<file path="src/bsc_pkg.sv">
// bsc_pkg: constants and types for the branch sequencer control block
// assumes a 24-bit program address space and a 32-bit status path
package bsc_pkg;
    localparam int ADDR_W = 24;
    localparam int STAT_W = 32;
    localparam int IRQ_W = 5;
    localparam int PCSTK_DEPTH = 30;
    localparam int PCSTK_PTR_W = 5;
    localparam int STS_DEPTH = 15;
    localparam int STS_PTR_W = 4;
    localparam int COND_W = 5;
    // number of aborted slots of an immediate branch
    localparam int IMM_LOST = 3;
    // delayed branch: slots executed before the aborted one
    localparam int DB_SLOTS = 2;
    localparam logic [ADDR_W-1:0] RESET_ADDR = 24'h080000;
    localparam logic [ADDR_W-1:0] ADDR_ONE = 24'h000001;
    localparam logic [ADDR_W-1:0] ADDR_THREE = 24'h000003;
    localparam logic [COND_W-1:0] COND_TRUE = 5'h1f;
    // mask of interrupts whose return pops the status stack
    localparam logic [STAT_W-1:0] STS_PUSH_MASK = 32'h000001f0;
    localparam logic [STAT_W-1:0] ZERO_WORD = 32'h00000000;

    typedef enum logic [2:0] {
        BSC_OP_NONE = 3'h0,
        BSC_OP_JUMP = 3'h1,
        BSC_OP_CALL = 3'h2,
        BSC_OP_RTS = 3'h3,
        BSC_OP_RTI = 3'h4
    } bsc_op_t;

    typedef enum logic [4:0] {
        BSC_ST_IDLE = 5'b00001,
        BSC_ST_ABT1 = 5'b00010,
        BSC_ST_ABT2 = 5'b00100,
        BSC_ST_ABT3 = 5'b01000,
        BSC_ST_DB = 5'b10000
    } bsc_state_t;
endpackage

</file>
<file path="src/bsc_top.sv">
// bsc_top: branch control of a five-stage sequencer pipeline
// assumes the decoder presents one branch per cycle in decode, qualified by br_valid
`timescale 1ns/1ps
`default_nettype none
module bsc_top (
    input wire logic clk,
    input wire logic rst,
    input wire logic br_valid,
    input wire bsc_pkg::bsc_op_t br_op,
    input wire logic [bsc_pkg::ADDR_W-1:0] br_pc,
    input wire logic delayed_branch_option,
    input wire logic indirect,
    input wire logic pc_relative,
    input wire logic [bsc_pkg::ADDR_W-1:0] br_imm,
    input wire logic [bsc_pkg::ADDR_W-1:0] program_memory_address_generator,
    input wire logic [bsc_pkg::COND_W-1:0] cond_sel,
    input wire logic [bsc_pkg::STAT_W-1:0] status_flags,
    input wire logic loop_abort_option,
    input wire logic loop_reentry_option,
    input wire logic clear_interrupt_option,
    input wire logic [bsc_pkg::IRQ_W-1:0] irq_serviced,
    input wire logic [bsc_pkg::STAT_W-1:0] irq_raise,
    input wire logic sts_push,
    input wire logic [bsc_pkg::STAT_W-1:0] arith_status_in,
    input wire logic [bsc_pkg::STAT_W-1:0] mode_in,
    output logic fetch_redirect,
    output logic [bsc_pkg::ADDR_W-1:0] fetch_addr,
    output logic suppress_decode,
    output logic irq_defer,
    output logic [bsc_pkg::STAT_W-1:0] interrupt_latch_reg,
    output logic [bsc_pkg::STAT_W-1:0] interrupt_mask_pointer_reg,
    output logic [bsc_pkg::STAT_W-1:0] arith_status_reg,
    output logic [bsc_pkg::STAT_W-1:0] mode_control_reg,
    output logic [bsc_pkg::ADDR_W-1:0] pcstk_top,
    output logic [bsc_pkg::PCSTK_PTR_W-1:0] pcstk_ptr
);
    localparam int AW = bsc_pkg::ADDR_W;
    localparam int SW = bsc_pkg::STAT_W;

    function automatic logic [SW-1:0] bit_of(input logic [bsc_pkg::IRQ_W-1:0] idx);
        bit_of = bsc_pkg::ZERO_WORD;
        bit_of[idx] = 1'b1;
    endfunction

    // ==========================================
    // condition
    logic cond_ok;
    bsc_cond_eval u_cond (
        .clk(clk),
        .rst(rst),
        .cond_sel(cond_sel),
        .status_flags(status_flags),
        .cond_true(cond_ok)
    );

    // ==========================================
    // branch decode
    logic is_branch;
    logic taken;
    logic is_call;
    logic [AW-1:0] direct_tgt;
    logic [AW-1:0] tgt;
    logic opt_seen;
    always_comb begin
        is_branch = br_valid && (br_op != bsc_pkg::BSC_OP_NONE);
        taken = is_branch && cond_ok;
        is_call = br_op == bsc_pkg::BSC_OP_CALL;
        direct_tgt = pc_relative ? AW'(br_pc + br_imm) : br_imm;
        tgt = indirect ? program_memory_address_generator : direct_tgt;
        opt_seen = loop_abort_option | loop_reentry_option | clear_interrupt_option;
    end

    // ==========================================
    // sequencing state
    bsc_pkg::bsc_state_t st_q, st_d;
    logic [1:0] db_cnt_q, db_cnt_d;
    bsc_pkg::bsc_op_t op_q, op_d;
    logic [AW-1:0] tgt_q, tgt_d;
    logic [AW-1:0] ret_q, ret_d;
    logic [bsc_pkg::IRQ_W-1:0] svc_q, svc_d;
    logic redir_q, redir_d;
    logic [AW-1:0] faddr_q, faddr_d;
    logic supp_q, supp_d;
    logic defer_q, defer_d;
    logic do_push;
    logic do_pop;
    logic [AW-1:0] push_val;
    logic opt_q;

    always_comb begin
        st_d = st_q;
        db_cnt_d = db_cnt_q;
        op_d = op_q;
        tgt_d = tgt_q;
        ret_d = ret_q;
        svc_d = svc_q;
        redir_d = 1'b0;
        faddr_d = faddr_q;
        supp_d = 1'b0;
        defer_d = 1'b0;
        do_push = 1'b0;
        do_pop = 1'b0;
        push_val = ret_q;
        unique case (st_q)
            bsc_pkg::BSC_ST_IDLE: begin
                if (taken) begin
                    op_d = br_op;
                    tgt_d = tgt;
                    svc_d = irq_serviced;
                    if (delayed_branch_option) begin
                        ret_d = AW'(br_pc + bsc_pkg::ADDR_THREE);
                        st_d = bsc_pkg::BSC_ST_DB;
                        db_cnt_d = 2'(bsc_pkg::DB_SLOTS - 1);
                        defer_d = 1'b1;
                    end else begin
                        ret_d = AW'(br_pc + bsc_pkg::ADDR_ONE);
                        st_d = bsc_pkg::BSC_ST_ABT1;
                        supp_d = 1'b1;
                    end
                end
            end
            bsc_pkg::BSC_ST_ABT1: begin
                supp_d = 1'b1;
                st_d = bsc_pkg::BSC_ST_ABT2;
                redir_d = 1'b1;
                do_push = op_q == bsc_pkg::BSC_OP_CALL;
                do_pop = (op_q == bsc_pkg::BSC_OP_RTS) || (op_q == bsc_pkg::BSC_OP_RTI);
                faddr_d = do_pop ? pcstk_top : tgt_q;
            end
            bsc_pkg::BSC_ST_ABT2: begin
                supp_d = 1'b1;
                st_d = bsc_pkg::BSC_ST_ABT3;
            end
            bsc_pkg::BSC_ST_ABT3: begin
                st_d = bsc_pkg::BSC_ST_IDLE;
            end
            bsc_pkg::BSC_ST_DB: begin
                defer_d = 1'b1;
                if (db_cnt_q == 2'(bsc_pkg::DB_SLOTS - 1)) begin
                    redir_d = 1'b1;
                    do_push = op_q == bsc_pkg::BSC_OP_CALL;
                    do_pop = (op_q == bsc_pkg::BSC_OP_RTS) || (op_q == bsc_pkg::BSC_OP_RTI);
                    faddr_d = do_pop ? pcstk_top : tgt_q;
                    db_cnt_d = 2'(db_cnt_q - 2'h1);
                end else begin
                    supp_d = 1'b1;
                    st_d = bsc_pkg::BSC_ST_IDLE;
                end
            end
        endcase
    end

    always_ff @(posedge clk or posedge rst) begin
        if (rst) begin
            st_q <= bsc_pkg::BSC_ST_IDLE;
            db_cnt_q <= 2'h0;
            op_q <= bsc_pkg::BSC_OP_NONE;
            tgt_q <= bsc_pkg::RESET_ADDR;
            ret_q <= bsc_pkg::RESET_ADDR;
            svc_q <= '0;
            redir_q <= 1'b0;
            faddr_q <= bsc_pkg::RESET_ADDR;
            supp_q <= 1'b0;
            defer_q <= 1'b0;
            opt_q <= 1'b0;
        end else begin
            st_q <= st_d;
            db_cnt_q <= db_cnt_d;
            op_q <= op_d;
            tgt_q <= tgt_d;
            ret_q <= ret_d;
            svc_q <= svc_d;
            redir_q <= redir_d;
            faddr_q <= faddr_d;
            supp_q <= supp_d;
            defer_q <= defer_d;
            opt_q <= opt_seen;
        end
    end

    // ==========================================
    // return-address stack
    logic [AW-1:0] pcstk_q [bsc_pkg::PCSTK_DEPTH];
    logic [AW-1:0] pcstk_d [bsc_pkg::PCSTK_DEPTH];
    logic [bsc_pkg::PCSTK_PTR_W-1:0] pptr_q, pptr_d;
    always_comb begin
        pcstk_d = pcstk_q;
        pptr_d = pptr_q;
        if (do_push && (pptr_q < 5'(bsc_pkg::PCSTK_DEPTH))) begin
            pcstk_d[pptr_q] = push_val;
            pptr_d = 5'(pptr_q + 5'h01);
        end else if (do_pop && (pptr_q != 5'h00)) begin
            pptr_d = 5'(pptr_q - 5'h01);
        end
    end
    genvar gi;
    generate
        for (gi = 0; gi < bsc_pkg::PCSTK_DEPTH; gi++) begin : g_pcstk
            always_ff @(posedge clk or posedge rst) begin
                if (rst) begin
                    pcstk_q[gi] <= bsc_pkg::RESET_ADDR;
                end else begin
                    pcstk_q[gi] <= pcstk_d[gi];
                end
            end
        end
    endgenerate
    logic [AW-1:0] top_q;
    always_ff @(posedge clk or posedge rst) begin
        if (rst) begin
            pptr_q <= 5'h00;
            top_q <= bsc_pkg::RESET_ADDR;
        end else begin
            pptr_q <= pptr_d;
            top_q <= (pptr_d == 5'h00) ? bsc_pkg::RESET_ADDR : pcstk_d[5'(pptr_d - 5'h01)];
        end
    end

    // ==========================================
    // interrupt and status state
    localparam logic [SW-1:0] STS_PUSH_MASK_W = bsc_pkg::STS_PUSH_MASK;
    logic rti_pop;
    logic [SW-1:0] latch_q, latch_d, maskp_q, maskp_d, astat_q, astat_d, mode_q, mode_d;
    logic [SW-1:0] sts_a_q [bsc_pkg::STS_DEPTH];
    logic [SW-1:0] sts_m_q [bsc_pkg::STS_DEPTH];
    logic [SW-1:0] sts_a_d [bsc_pkg::STS_DEPTH];
    logic [SW-1:0] sts_m_d [bsc_pkg::STS_DEPTH];
    logic [bsc_pkg::STS_PTR_W-1:0] sptr_q, sptr_d;
    always_comb begin
        // interrupt return, irq_raise, sts_push and the status inputs all change this state
        rti_pop = do_pop && (op_q == bsc_pkg::BSC_OP_RTI);
        latch_d = latch_q;
        maskp_d = maskp_q;
        astat_d = arith_status_in;
        mode_d = mode_in;
        sts_a_d = sts_a_q;
        sts_m_d = sts_m_q;
        sptr_d = sptr_q;
        if (rti_pop) begin
            latch_d = latch_d & ~bit_of(svc_q);
            maskp_d = maskp_d & ~bit_of(svc_q);
        end
        // raising an interrupt wins over the clear
        latch_d = latch_d | irq_raise;
        maskp_d = maskp_d | irq_raise;
        if (rti_pop && ((STS_PUSH_MASK_W & bit_of(svc_q)) != bsc_pkg::ZERO_WORD)
            && (sptr_q != 4'h0)) begin
            sptr_d = 4'(sptr_q - 4'h1);
            astat_d = sts_a_q[sptr_d];
            mode_d = sts_m_q[sptr_d];
        end else if (sts_push && (sptr_q < 4'(bsc_pkg::STS_DEPTH))) begin
            sts_a_d[sptr_q] = arith_status_in;
            sts_m_d[sptr_q] = mode_in;
            sptr_d = 4'(sptr_q + 4'h1);
        end
    end
    generate
        for (gi = 0; gi < bsc_pkg::STS_DEPTH; gi++) begin : g_sts
            always_ff @(posedge clk or posedge rst) begin
                if (rst) begin
                    sts_a_q[gi] <= bsc_pkg::ZERO_WORD;
                    sts_m_q[gi] <= bsc_pkg::ZERO_WORD;
                end else begin
                    sts_a_q[gi] <= sts_a_d[gi];
                    sts_m_q[gi] <= sts_m_d[gi];
                end
            end
        end
    endgenerate
    always_ff @(posedge clk or posedge rst) begin
        if (rst) begin
            latch_q <= bsc_pkg::ZERO_WORD;
            maskp_q <= bsc_pkg::ZERO_WORD;
            astat_q <= bsc_pkg::ZERO_WORD;
            mode_q <= bsc_pkg::ZERO_WORD;
            sptr_q <= 4'h0;
        end else begin
            latch_q <= latch_d;
            maskp_q <= maskp_d;
            astat_q <= astat_d;
            mode_q <= mode_d;
            sptr_q <= sptr_d;
        end
    end

    assign fetch_redirect = redir_q;
    assign fetch_addr = faddr_q;
    assign suppress_decode = supp_q;
    assign irq_defer = defer_q;
    assign interrupt_latch_reg = latch_q;
    assign interrupt_mask_pointer_reg = maskp_q;
    assign arith_status_reg = astat_q;
    assign mode_control_reg = mode_q;
    assign pcstk_top = top_q;
    assign pcstk_ptr = pptr_q;
endmodule
`default_nettype wire

</file>
<file path="src/bsc_cond_eval.sv">
// bsc_cond_eval: combinational evaluation of a branch condition
// assumes status flags are stable in the cycle the branch is decoded
`timescale 1ns/1ps
`default_nettype none
module bsc_cond_eval (
    input wire logic clk,
    input wire logic rst,
    input wire logic [bsc_pkg::COND_W-1:0] cond_sel,
    input wire logic [bsc_pkg::STAT_W-1:0] status_flags,
    output logic cond_true
);
    logic cond_d;
    logic cond_q;

    // ==========================================
    // condition select
    always_comb begin
        cond_d = 1'b1;
        if (cond_sel != bsc_pkg::COND_TRUE) begin
            cond_d = status_flags[cond_sel];
        end
    end

    always_ff @(posedge clk or posedge rst) begin
        if (rst) begin
            cond_q <= 1'b0;
        end else begin
            cond_q <= cond_d;
        end
    end

    assign cond_true = cond_d;
endmodule
`default_nettype wire

</file>
<file path="config.mk">
export PLATFORM = sky130hd
export DESIGN_NAME = bsc_top
export DESIGN_NICKNAME = d
export VERILOG_FILES = /design/src/bsc_pkg.sv /design/src/bsc_top.sv /design/src/bsc_cond_eval.sv
export SDC_FILE = /design/constraint.sdc
export NUM_CORES = 2
export LEC_CHECK = 0
export ABC_CLOCK_PERIOD_IN_PS = 83100
export BUFFER_PORTS_ARGS = -buffer_cell sky130_fd_sc_hd__buf_2
export CAP_MARGIN = 20
export CORE_MARGIN = 3
export CORE_UTILIZATION = 45
export CTS_CLUSTER_SIZE = 20
export DETAILED_ROUTE_END_ITERATION = 12
export GPL_ROUTABILITY_DRIVEN = 0
export GPL_TIMING_DRIVEN = 0
export HOLD_SLACK_MARGIN = 0.1
export MAX_ROUTING_LAYER = met4
export PLACE_DENSITY = 0.69
export SLEW_MARGIN = 20
export SYNTH_ARGS = -nofsm -noshare
export SYNTH_HDL_FRONTEND = slang
export SYNTH_HIERARCHICAL = 1
export SYNTH_SLANG_ARGS = --single-unit
</file>
<file path="constraint.sdc">
create_clock -name clk -period 83.1 [get_ports clk]
set_clock_uncertainty 0.1 [all_clocks]
set_input_delay 12.465 -clock clk [delete_from_list [all_inputs] [get_ports clk]]
set_output_delay 12.465 -clock clk [all_outputs]
set_load 0.02 [all_outputs]
</file>
### Word level (Yosys, flattened, before mapping)

Index checks and enable logic that the tools add are counted.
W data, S select, Z words.

* word-level logic and storage cells: 205
* flip-flop bits (word level): 1931
* output and inout bits: 184
* bits of input ports: 223

* reduce and logical (&&, ||, !) cells: 26
* mux-type cells: 58
* bitwise logic cells: 10
* $add $sub $neg: 9
* $lt $le $gt $ge: 11
* eq/ne operators: 14

Operators by type and width (count)
* $bwmux W480: 2
* $bwmux W720: 1
* $mux W720: 1
* $mux W32: 9
* $bmux W32 S4: 2
* $mux W24: 9
* $demux W32 S4: 1
* $bmux W24 S5: 1
* $demux W24 S5: 1
* $and A32 B32 Y32: 2
* $or A32 B32 Y32: 2
* $pmux W24 S2: 1
* $not A32 Y32: 1
* $reduce_bool A32 Y1: 1
* $mux W5: 5
* $pmux W5 S5: 1
* $add A24 B1 Y24 const B: 1
* $add A24 B2 Y24 const B: 1
* $add A24 B24 Y24: 1
* $ge A6 B6 Y1 const B: 2
* $lt A5 B6 Y1 const B: 2
* $not A5 Y6: 2
* $logic_and A1 B1 Y1: 11
* $mux W1: 11
* 39 further kinds: 57

### Depth between registers and ports, before layout

* word-level depth: 13
* gate-level depth with buffers: 21
* gate-level depth less buffers: 15

### Hierarchy

The synthesis kept the hierarchy.

Modules (own cells, without submodules)
* bsc_top: seq. area each 48365.1 um2, area an instance 89096.7 um2, cells an instance 6997, times used 1
* bsc_cond_eval: seq. area each 0.0 um2, area an instance 315.3 um2, cells an instance 31, times used 1

### Least setup slack after synthesis

No wires, ideal clock.

* kind: input -> register
* start point: input br_pc[0] (netlist bit)
* end point: register tgt_q[22]
* data arrival time: 15.167 ns
* library setup time: 0.110 ns
* path buffers: 0
* data required time: 82.890 ns
* stages: 11
* setup slack: 67.723 ns
* path through: ha_1 > fa_1 > a21o_1 > a21oi_1 > o21ai_0 > a2111oi_0 > o31a_1 > o2111ai_1 > a41oi_1 > xor2_1 > o41ai_1

* longest elaborated chain between the ends: 3

Ends and longest elaborated chain
* start, declared: line bsc_top.sv:10 `input wire logic [bsc_pkg::ADDR_W-1:0] br_pc,`
* $add A24 B24 Y24: line bsc_top.sv:68 `direct_tgt = pc_relative ? AW'(br_pc + br_imm) : br_imm;`
* $mux W24: line bsc_top.sv:68
* $mux W24: line bsc_top.sv:69 `tgt = indirect ? program_memory_address_generator : direct_tgt;`
* end signal, assigned: line bsc_top.sv:158 `tgt_q <= bsc_pkg::RESET_ADDR;`
* end signal, assigned: line bsc_top.sv:170 `tgt_q <= tgt_d;`
* end, declared: line bsc_top.sv:78 `logic [AW-1:0] tgt_q, tgt_d;`

No other way between the ends.
A chain may end at the register's enable or synchronous reset.

==> results_dict.tcl <==
set metrics [dict create \
    status "completed" \
    synthCells 7028 \
    cts_setup_buffers 0 \
    cts_sinks 1931 \
    grt_pass1_vias 66400 \
    core_sq_mm 0.196 \
    clk_latency_ns 0.85 \
    p_sw_share_pct 36.6 \
    place_worst_setup_slack_ns 66.63 \
    crit_arrival_ns 16.29 \
    rsz0062_at_grt "false" \
    path_class "in2async" \
    cts_resized 0 \
    maxCapViolations 0 \
    ys_ff_latch 1931 \
    fin_util_pct 52.4 \
    clk_pin_slew_ns 0.06 \
    overflow 0 \
    async_flop_share_pct 100 \
    syn_to_final_growth_pct 14.9 \
    die_w_um 452 \
    clock.fmax_ghz 0.0649 \
    end_kind "asynchronous set/reset pin" \
    internal_power_w 0.00247 \
    drive_gt1_share_pct 34.2 \
    drtIter0Drc 6569 \
    min_period_ns 15.42 \
    regMostFlops "pcstk_q" \
    start_kind "input pin" \
    met2WireLength_um 129000 \
    wire_per_inst_um 26.2 \
    p_per_area_mw_per_mm2 37.9 \
    largestRegisters "pcstk_q (720), sts_a_q (480), sts_m_q (480)" \
    min_path_type "reg2reg" \
    wl_met1_um 107000 \
    drc_errors 0 \
    die_h_um 452 \
    crit_fanout 107 \
    synth-main-ff-cell "dfrtp_1" \
    numCtsBuffers 200 \
    ant_nets 0 \
    largest_reg_flops 720 \
    setup_viol 0 \
    cts_tree "built" \
    via_per_inst 6.07 \
    fill_cells 16600 \
    clock_path_buffers 3 \
    syn_area_sq_mm 0.0894 \
    vias 63700 \
    final-max-slew-violation-count 0 \
    dp_hpwl_um 197000 \
    switchingPower_w 0.00142 \
    topRoutingLayerUsed "met4" \
    ctsHoldBuffers 0 \
    p_comb_share_pct 40.0 \
    hold_slack_ns 0.369 \
    synth_warnings 6 \
    initial_core_util_pct 45.6 \
    required_ns 83.98 \
    route.met3.wl_um 22800 \
    seqPwrFrac_pct 35.3 \
    clock-root-buffer "clkbuf_16" \
    antenna_found_initial 31 \
    synth-edff-count 0 \
    leakage_nw 44.6 \
    clkPwrFrac_pct 24.7 \
    die-area_sq_mm 0.204 \
    worst_pin_slew_ns 1.20 \
    grt_pass1_wl_um 412000 \
    syn_area_per_cell_sq_um 12.7 \
    pin_count 407 \
    worst-r2r-setup-slack_ns 75.30 \
    hold_viol_final 0 \
    syn_nets 7289 \
    routed_wl_um 275000 \
    first_pass_iters 9 \
    rows 162 \
    relSlewSlack_pct 19.0 \
    finalCritPeriodShare_pct 18.6 \
    nNetsFinal 7924 \
    grt_start_max_net_pins 113 \
    peakVddDrop_mv 0.0316 \
    grt_usage_pct 27.3 \
    h-tree-depth 4 \
    port_buffers 399 \
    setup_ws_ns 67.68 \
    synth_seq_area_share_pct 54.1 \
    final_common_cell "dfrtp_1" \
    layout_common_cells "dfrtp_1, mux2_2, nand2_1, o21ai_0, buf_2" \
    synth_cell_types 104 \
]
metrics by stage:
step | total power (W) | instance area, sq um | TNS, ns | instances
2_1_floorplan | 0.00240 | 89400 | 0 | 7028
3_3_place_gp | 0.00286 | 94700 | -2653.61 | 10100
3_5_place_dp | 0.00290 | 95500 | 0 | 10100
4_1_cts | 0.00387 | 103000 | 0 | 10500
5_1_grt | 0.00405 | 103000 | 0 | 10500
6_report | 0.00389 | 103000 | 0 | 10500
synth_stat cells (all sizes together), types with 36 or more instances:
master,n,area share (%)
a211oi,85,0.83
nand4,53,0.37
mux2i,157,1.8
a221oi,85,0.84
ha,36,0.50
dfrtp,1896,53
nor2,161,0.71
a21o,80,0.67
o211ai,91,0.77
nor3,49,0.32
mux4,271,6.8
buf,227,1.3
a21oi,61,0.35
inv,60,0.25
nand2,774,3.2
mux2,1368,17
o21ai,609,3.4
clkbuf,411,1.7
o31ai,45,0.38
o221ai,112,1.1
o22ai,46,0.32
worst max-delay path, cell delays in order:
cell and delay (ns):
buf_2 0.13, inv_8 0.37, buf_16 0.40, buf_16 0.39
buf_16 0.42, buf_16 0.48, buf_16 0.44, buf_16 0.39
buf_16 0.43
layer usage:
layer / GRT usage [%] / vias to the layer above
li1: - / 27100
met1: 33.4 / 32700
met2: 42.6 / 2991
met3: 6.35 / 810
met4: 13.8 / 0
met5: - / -
layout make-up:
type	count	area, sq um	share of cell area, %
multi-input combinational	4399	38200	37.2
clock buffer	278	5760	5.61
clock inverter	99	1370	1.33
tap	2624	3280	3.20
buffer	638	2710	2.64
antenna	26	65.1	0.0633
inverter	60	233	0.227
timing repair buffer	433	2710	2.64
sequential	1931	48400	47.1
power by group through the flow:
stage          combinational [W]  sequential (W)  clock (W)
2_1_floorplan            0.00104         0.00136          0
3_3_place_gp             0.00148         0.00138          0
3_5_place_dp             0.00152         0.00138          0
6_report                 0.00156         0.00137   0.000960
4_1_cts                  0.00153         0.00137   0.000974
5_1_grt                  0.00163         0.00140    0.00101
kinds of logic (layout without fill, tap and decap cells):
group	count (synthesis)	count (layout)	share of synthesized area, %
other cells	0	26	0
flops	1931	1931	54.1
xor+xnor	48	48	0.512
simple gates	1169	1169	5.69
compound gates	1348	1348	10.1
mux	1796	1796	25.8
fa+ha+maj	38	38	0.549
buf+inv	698	1508	3.27
worst paths after layout:
| kind | startpoint | to | cells after the start |
|---|---|---|---|
| setup / recovery | rst | sts_a_q[437] | 9 |
| hold / removal | interrupt_mask_pointer_reg[1] | interrupt_mask_pointer_reg[1] | 1 |
| setup reg to reg | pcstk_ptr[0] | pcstk_top[2] | 20 |
| hold reg to reg | interrupt_mask_pointer_reg[1] | interrupt_mask_pointer_reg[1] | 1 |
| max in group clk | br_pc[0] | tgt_q[16] | 12 |
| min in group asynchronous | rst | mode_control_reg[22] | 2 |
Power figures use the tool's default switching activity.
